### config.mk
export PLATFORM = sky130hd
export DESIGN_NAME = gdfs_fault_bank
export DESIGN_NICKNAME = d
export VERILOG_FILES = /design/src/shared/gdfs_pkg.sv /design/src/logic/gdfs_sync.sv /design/src/logic/gdfs_fault_bank.sv
export VERILOG_INCLUDE_DIRS = /design/src /design/src/shared
export SDC_FILE = /design/constraint.sdc
export NUM_CORES = 1
export LEC_CHECK = 0
export ABC_AREA = 1
export BUFFER_PORTS_ARGS = -buffer_cell sky130_fd_sc_hd__buf_2
export CAP_MARGIN = 20
export CORE_ASPECT_RATIO = 1.4
export CORE_MARGIN = 2
export CORE_UTILIZATION = 38
export CTS_BUF_LIST = sky130_fd_sc_hd__clkbuf_8
export CTS_CLUSTER_DIAMETER = 40
export DETAILED_ROUTE_END_ITERATION = 10
export PLACE_DENSITY = 0.56
export SYNTH_ARGS = -nofsm -noshare
export SYNTH_HDL_FRONTEND = slang
export SYNTH_SLANG_ARGS = --single-unit
### constraint.sdc
create_clock -name ref_clk -period 2.9 [get_ports ref_clk]
set_input_delay 0.435 -clock ref_clk [delete_from_list [all_inputs] [get_ports ref_clk]]
set_output_delay 0.435 -clock ref_clk [all_outputs]
set_load 0.05 [all_outputs]
### src/shared/gdfs_regs.svh
// Register offsets, field positions and reset values of the fault status bank.
`ifndef GDFS_REGS_SVH
`define GDFS_REGS_SVH
`define GDFS_ADDR_W            8
`define GDFS_GATE_FAULT_OFS    8'he0
`define GDFS_CTRL_FAULT_OFS    8'he2
`define GDFS_IRQ_STATUS_OFS    8'hf0
`define GDFS_IRQ_ENABLE_OFS    8'hf4
`define GDFS_IRQ_CLEAR_OFS     8'hf8
`define GDFS_RESET_VALUE       32'h00000000
`define GDFS_BIT_SUMMARY       31
`define GDFS_BIT_REG_FAULT     30
`define GDFS_BIT_OVERCURRENT   28
`define GDFS_BIT_RESET_ABSENT  27
`define GDFS_BIT_OVERVOLTAGE   26
`define GDFS_BIT_TEMP_ALARM    25
`define GDFS_BIT_TEMP_WARN     23
`define GDFS_BIT_TEMP_SHUT     22
`define GDFS_BIT_SWITCH_LO     16
`define GDFS_BIT_OTP_ERR       14
`define GDFS_BIT_REG_OC        13
`define GDFS_BIT_REG_UV        12
`define GDFS_BIT_CP_UV         11
`define GDFS_NUM_SWITCHES      6
`define GDFS_NUM_EVENTS        8
`endif

### src/shared/gdfs_pkg.sv
// Types shared by the fault status bank.
package gdfs_pkg;
   typedef struct packed {
      logic [31:0] read_data;
      logic        irq;
      logic        fault_indicator_pin_low;
   } gdfs_out_type;
endpackage

### src/logic/gdfs_sync.sv
// Two-flop synchroniser bank for asynchronous fault detector levels.
`timescale 1ns/10ps
`default_nettype none
module gdfs_sync #(
   parameter int WIDTH = 8
) (
   input  wire logic             ref_clk,
   input  wire logic             rst_n,
   input  wire logic [WIDTH-1:0] async_in,
   output logic      [WIDTH-1:0] sync_out
);
   typedef struct packed {
      logic [WIDTH-1:0] stage1;
      logic [WIDTH-1:0] stage2;
   } gdfs_sync_state_type;

   gdfs_sync_state_type state_reg;
   gdfs_sync_state_type state_next;

   always_comb begin
      state_next        = state_reg;
      state_next.stage1 = async_in;
      state_next.stage2 = state_reg.stage1;
   end

   always_ff @(posedge ref_clk or negedge rst_n) begin
      if (!rst_n) begin
         state_reg <= '0;
      end else begin
         state_reg <= state_next;
      end
   end

   assign sync_out = state_reg.stage2;
endmodule
`default_nettype wire

### src/logic/gdfs_fault_bank.sv
// Gate-drive fault status register bank with its event interrupt.
`timescale 1ns/10ps
`default_nettype none
`include "gdfs_regs.svh"
module gdfs_fault_bank
   import gdfs_pkg::*;
#(
   parameter logic [31:0] CTRL_FAULT_VALUE_MASK = 32'hffffc00f
) (
   input  wire logic        ref_clk,
   input  wire logic        rst_n,
   input  wire logic [7:0]  reg_addr,
   input  wire logic [31:0] reg_wdata,
   input  wire logic        reg_write,
   input  wire logic        reg_read,
   output logic      [31:0] reg_rdata,
   output logic             irq,
   output logic             fault_indicator_pin_low,
   input  wire logic        regulator_fault_flag,
   input  wire logic        supply_reset_detected,
   input  wire logic        supply_overvoltage_flag,
   input  wire logic        temp_warning_flag,
   input  wire logic        temp_shutdown_flag,
   input  wire logic        phase_c_high_switch_overcurrent,
   input  wire logic        phase_c_low_switch_overcurrent,
   input  wire logic        phase_b_high_switch_overcurrent,
   input  wire logic        phase_b_low_switch_overcurrent,
   input  wire logic        phase_a_high_switch_overcurrent,
   input  wire logic        phase_a_low_switch_overcurrent,
   input  wire logic        otp_error_flag,
   input  wire logic        regulator_overcurrent,
   input  wire logic        regulator_undervoltage,
   input  wire logic        charge_pump_undervoltage,
   input  wire logic [31:0] control_fault_in
);
   localparam int NSW  = `GDFS_NUM_SWITCHES;
   localparam int NEV  = `GDFS_NUM_EVENTS;
   localparam int NRAW = 9 + NSW;

   typedef struct packed {
      logic [31:0]    gate_drive_fault_flags;
      logic [31:0]    control_fault_flags;
      logic [NEV-1:0] irq_status;
      logic [NEV-1:0] irq_enable;
      logic [NEV-1:0] event_prev;
      logic           started;
      gdfs_out_type   out;
   } gdfs_state_type;

   gdfs_state_type state_reg;
   gdfs_state_type state_next;

   logic [NRAW-1:0] raw_async;
   logic [NRAW-1:0] raw_sync;
   logic [31:0]     ctrl_sync;
   logic [NSW-1:0]  switch_oc;
   logic [NEV-1:0]  event_level;
   logic [31:0]     gate_word;

   // All detector levels come from analog comparators outside this clock domain.
   assign raw_async = {phase_c_high_switch_overcurrent, phase_c_low_switch_overcurrent,
                       phase_b_high_switch_overcurrent, phase_b_low_switch_overcurrent,
                       phase_a_high_switch_overcurrent, phase_a_low_switch_overcurrent,
                       charge_pump_undervoltage, regulator_undervoltage,
                       regulator_overcurrent, otp_error_flag,
                       temp_shutdown_flag, temp_warning_flag,
                       supply_overvoltage_flag, supply_reset_detected,
                       regulator_fault_flag};

   gdfs_sync #(
      .WIDTH (NRAW)
   ) u_sync_gate (
      .ref_clk  (ref_clk),
      .rst_n    (rst_n),
      .async_in (raw_async),
      .sync_out (raw_sync)
   );

   gdfs_sync #(
      .WIDTH (32)
   ) u_sync_ctrl (
      .ref_clk  (ref_clk),
      .rst_n    (rst_n),
      .async_in (control_fault_in),
      .sync_out (ctrl_sync)
   );

   // Switch order low to high: A low, A high, B low, B high, C low, C high.
   assign switch_oc = raw_sync[NRAW-1 -: NSW];

   always_comb begin
      gate_word = `GDFS_RESET_VALUE;
      gate_word[`GDFS_BIT_REG_FAULT] = raw_sync[0];
      gate_word[`GDFS_BIT_OVERCURRENT] = |switch_oc;
      gate_word[`GDFS_BIT_RESET_ABSENT] = ~raw_sync[1];
      gate_word[`GDFS_BIT_OVERVOLTAGE] = raw_sync[2];
      gate_word[`GDFS_BIT_TEMP_ALARM] = raw_sync[3] | raw_sync[4];
      gate_word[`GDFS_BIT_TEMP_WARN] = raw_sync[3];
      gate_word[`GDFS_BIT_TEMP_SHUT] = raw_sync[4];
      gate_word[`GDFS_BIT_OTP_ERR] = raw_sync[5];
      gate_word[`GDFS_BIT_REG_OC] = raw_sync[6];
      gate_word[`GDFS_BIT_REG_UV] = raw_sync[7];
      gate_word[`GDFS_BIT_CP_UV] = raw_sync[8];
      gate_word[`GDFS_BIT_SWITCH_LO +: NSW] = switch_oc;
      // The summary leaves out bit 27, which reads 1 in a healthy part.
      gate_word[`GDFS_BIT_SUMMARY] = |{gate_word[30:28], gate_word[26:0]};
   end

   // Events: summary, regulator, overcurrent, reset, overvoltage, temp, memory, pump.
   assign event_level = {gate_word[`GDFS_BIT_CP_UV], gate_word[`GDFS_BIT_OTP_ERR],
                         gate_word[`GDFS_BIT_TEMP_ALARM], gate_word[`GDFS_BIT_OVERVOLTAGE],
                         ~gate_word[`GDFS_BIT_RESET_ABSENT],
                         gate_word[`GDFS_BIT_OVERCURRENT],
                         gate_word[`GDFS_BIT_REG_FAULT], gate_word[`GDFS_BIT_SUMMARY]};

   always_comb begin
      state_next = state_reg;
      state_next.started = 1'b1;
      // Status words hold their reset value for one clock after reset, one clock less than the synchronisers take to fill.
      if (state_reg.started) begin
         state_next.gate_drive_fault_flags = gate_word;
         state_next.control_fault_flags = ctrl_sync & CTRL_FAULT_VALUE_MASK;
      end
      state_next.event_prev = event_level;
      state_next.out.fault_indicator_pin_low = ~gate_word[`GDFS_BIT_SUMMARY];
      // A clear write loses against a rising edge in the same cycle.
      if (reg_write && reg_addr == `GDFS_IRQ_CLEAR_OFS) begin
         state_next.irq_status = state_reg.irq_status & ~reg_wdata[NEV-1:0];
      end
      if (reg_write && reg_addr == `GDFS_IRQ_ENABLE_OFS) begin
         state_next.irq_enable = reg_wdata[NEV-1:0];
      end
      state_next.irq_status = state_next.irq_status | (event_level & ~state_reg.event_prev);
      state_next.out.irq = |(state_next.irq_status & state_next.irq_enable);
      // Writes to the two status words fall through every branch and change nothing.
      state_next.out.read_data = `GDFS_RESET_VALUE;
      if (reg_read) begin
         case (reg_addr)
            `GDFS_GATE_FAULT_OFS: state_next.out.read_data = state_reg.gate_drive_fault_flags;
            `GDFS_CTRL_FAULT_OFS: state_next.out.read_data = state_reg.control_fault_flags;
            `GDFS_IRQ_STATUS_OFS: state_next.out.read_data = {24'h000000, state_reg.irq_status};
            `GDFS_IRQ_ENABLE_OFS: state_next.out.read_data = {24'h000000, state_reg.irq_enable};
            default: state_next.out.read_data = `GDFS_RESET_VALUE;
         endcase
      end
   end

   always_ff @(posedge ref_clk or negedge rst_n) begin
      if (!rst_n) begin
         state_reg <= '0;
         state_reg.out.fault_indicator_pin_low <= 1'b1;
      end else begin
         state_reg <= state_next;
      end
   end

   assign reg_rdata = state_reg.out.read_data;
   assign irq = state_reg.out.irq;
   assign fault_indicator_pin_low = state_reg.out.fault_indicator_pin_low;
endmodule
`default_nettype wire

==> impl_metrics.ini <==
[timing]
finalClockSkew_ns = 0.009386
max_freq_mhz = 611.9
tightest_slew_ns = 0.5679
setup-violations-final = 0
setup-tns-final_ns = 0
rsz0062_at_grt = false
relSlewSlack_pct = 62.14
min_period_ns = 1.634
hold_viol = 0
finalCritPeriodShare_pct = 56.36
maxSlewViolCount = 0

[final_layout]
n_fill_cell = 1518
largest_reg_flops = 65
finalNetCount = 706
syn_to_final_growth_pct = 14.22
antennaDiodeCount = 0
drive_above_1_share_pct = 22.93
finalNonFillerCells = 824
postLayoutCellArea_sq_um = 6855

[logic_synthesis]
synth_cell_types = 27
synth_fa_ha_area_share_pct = 0
synthMuxAreaShare_pct = 0
yosysTopAreaCellShare_pct = 70.46
yosys_most_used_dff = dfrtp_1
synth_top_family_by_area = simple AND/OR/NAND/NOR gates
yosysTopAreaCell = dfrtp_1
synth_seq_cells = 170
netlist_area_sq_um = 6002
async_flop_share_pct = 100.0
synth_seq_area_share_pct = 70.90
synth_area_leaders = dfrtp_1, nand2_1, buf_4
netlist_instances = 548
synth_edf_count = 0
synth-compound-area-share_pct = 3.544
synth_xor_area_share_pct = 0
synth_warnings = 0
ys_top_cells_by_count = nand2_1, dfrtp_1, buf_4
yosysMostFrequentCell = nand2_1
synthesis.area_per_instance_sq_um = 10.95
synthSimpleGateAreaFrac_pct = 17.95

[worst_setup_path]
startpoint_type = flip-flop
cpLargestDelayFamily = flip-flops
crit_type = reg -> out
cp_slowest_cell = dfstp_2
crit_buf_inv = 1
crit_start = fault_indicator_pin_low
r2r-start = u_sync_gate.sync_out[13]
cp_cell_sequence = buf_2
reg2reg_slack_ns = 1.38
worstPathArrival_ns = 1.20
cp-end-kind = primary output
cp_data_required_time_ns = 2.47
critical_path.max_fanout = 1
worstRegToRegCells = 10
critical-path-max-stage-delay_ns = 0.52
timing.rr.end = irq

[placement]
place.gp.congestion = 0.7758
port-buffer-count = 87
place_area_sq_um = 6415
dp_cells = 790
dp_hpwl_mm = 7.266

[cts]
clock_latency_ns = 0.44
cts_sinks = 170
clkTransAtPathRegs_ns = 0.09
cts_resized = 0
numCtsBuffers = 17
clockBufferDepth = 2
clockRootBuffer = clkbuf_8
cts_max_level = 4
cts_tree = built

[worst_hold_path]
holdPathEnd = u_sync_ctrl.state_next[23]
min_from = control_fault_in[23]
min_path_type = in -> reg
min_path_cells = 1

[pwr]
power_mw = 4.427
p_leak_nw = 3.528
power_frac_seq_pct = 57.1
ir_worst_vdd_mv = 0.2708
clkPwrFrac_pct = 37.3
pwr_density_cell_nw_per_um2 = 645.8
power_switching_mw = 1.046
p_comb_share_pct = 5.6
switching_share_pct = 23.64
internal_power_mw = 3.381

[run_status]
status = complete, no violations

[detailed_routing]
vias = 3599
first_iter_violations = 181
dr.pass1.iters = 4
ant_nets = 0
wl_per_cell_um = 13.16
via_per_inst = 4.368
drt-total-wl_mm = 10.84
drcViolationCount = 0

[global_routing]
antenna_found_initial = 0
grtUsageTotal_pct = 14.13
grt_max_degree = 78
grt_pass1_vias = 3685
grt_pass1_wl_mm = 17.82
grt_overflow_total = 0

[run]
drv_cap = 0

[floorplanning]
die_x_um = 110.2
initial_core_util_pct = 38.62
die_y_um = 152.7
io_pins = 125
rows = 54
dieArea_sq_um = 16830
core_region_area_sq_um = 15540
==> metrics by stage <==
stage	utilization, %	setup WS [ns]	hold slack, ns
4_1_cts	43.94	1.221	0.04959
6_report	44.11	1.266	0.09579
3_3_place_gp	41.28	0.9764	0.3321
5_1_grt	44.11	1.150	0.05126
3_5_place_dp	41.28	0.9011	0.3347
2_1_floorplan	-	1.551	0.1394
==> metal layers <==
metal,wire length (um),vias to the layer above,global-route usage (%)
met1,4513,1714,17.27
met4,199,0,6.369
met2,5615,81,23.11
met5,0,-,0
li1,-,1788,-
met3,515,16,3.807
==> cells in the final DEF, fill, tap and decap left out, drive strengths merged <==
master,count
a21oi,20
buf,91
bufinv,2
clkbuf,19
clkinv,5
clkinvlp,2
conb,4
dfrtp,169
dfstp,1
dlygate4sd3,1
inv,39
nand2,200
nand3,14
nand4,7
nor2,27
nor3b,1
nor4,1
o21ai,21
or2,4
==> final cells by class <==
cell class | count | area [sq um] | area share (%)
well taps | 196 | 245.2 | 3.577
clock buffers | 19 | 261.5 | 3.815
multi-input cells | 299 | 1305 | 19.04
flip-flops and latches | 170 | 4255 | 62.07
clock inverters | 13 | 141.4 | 2.062
inverters | 35 | 132.6 | 1.935
repair buffers | 92 | 514.2 | 7.501
==> logic make-up (layout without fill, tap and decap cells) <==
kind of cell,Yosys count,after routing
AO/OA/AOI/OAI,41,41
other,2,4
buffers and inverters,81,159
flip-flops,170,170
AND/OR/NAND/NOR,254,254
==> how the worst max path moves through the flow <==
| stage | depth (start not counted) | end | slack (ns) |
|---|---|---|---|
| final | 1 | fault_indicator_pin_low | 1.27 |
| after global routing | 10 | irq | 1.15 |
| after detailed placement | 7 | reg_rdata[3] | 0.90 |
| after floorplan | 10 | irq | 1.55 |
| after CTS | 1 | fault_indicator_pin_low | 1.22 |
| after global placement | 7 | reg_rdata[3] | 0.98 |
==> repair_timing <==
action / CTS / global route
hold buffers: 1 / 0
buffers inserted: 0 / 0
hold endpoints to repair: 63 / 0
==> power groups by stage <==
stage	sequential, mW	clock [mW]	combinational (mW)
floorplan	2.58	0	0.116
global placement	2.57	0	0.243
detailed placement	2.58	0	0.250
CTS	2.53	1.72	0.252
global route	2.54	1.82	0.288
finish	2.53	1.65	0.249
Note: power is estimated with default switching activity, not from simulation.
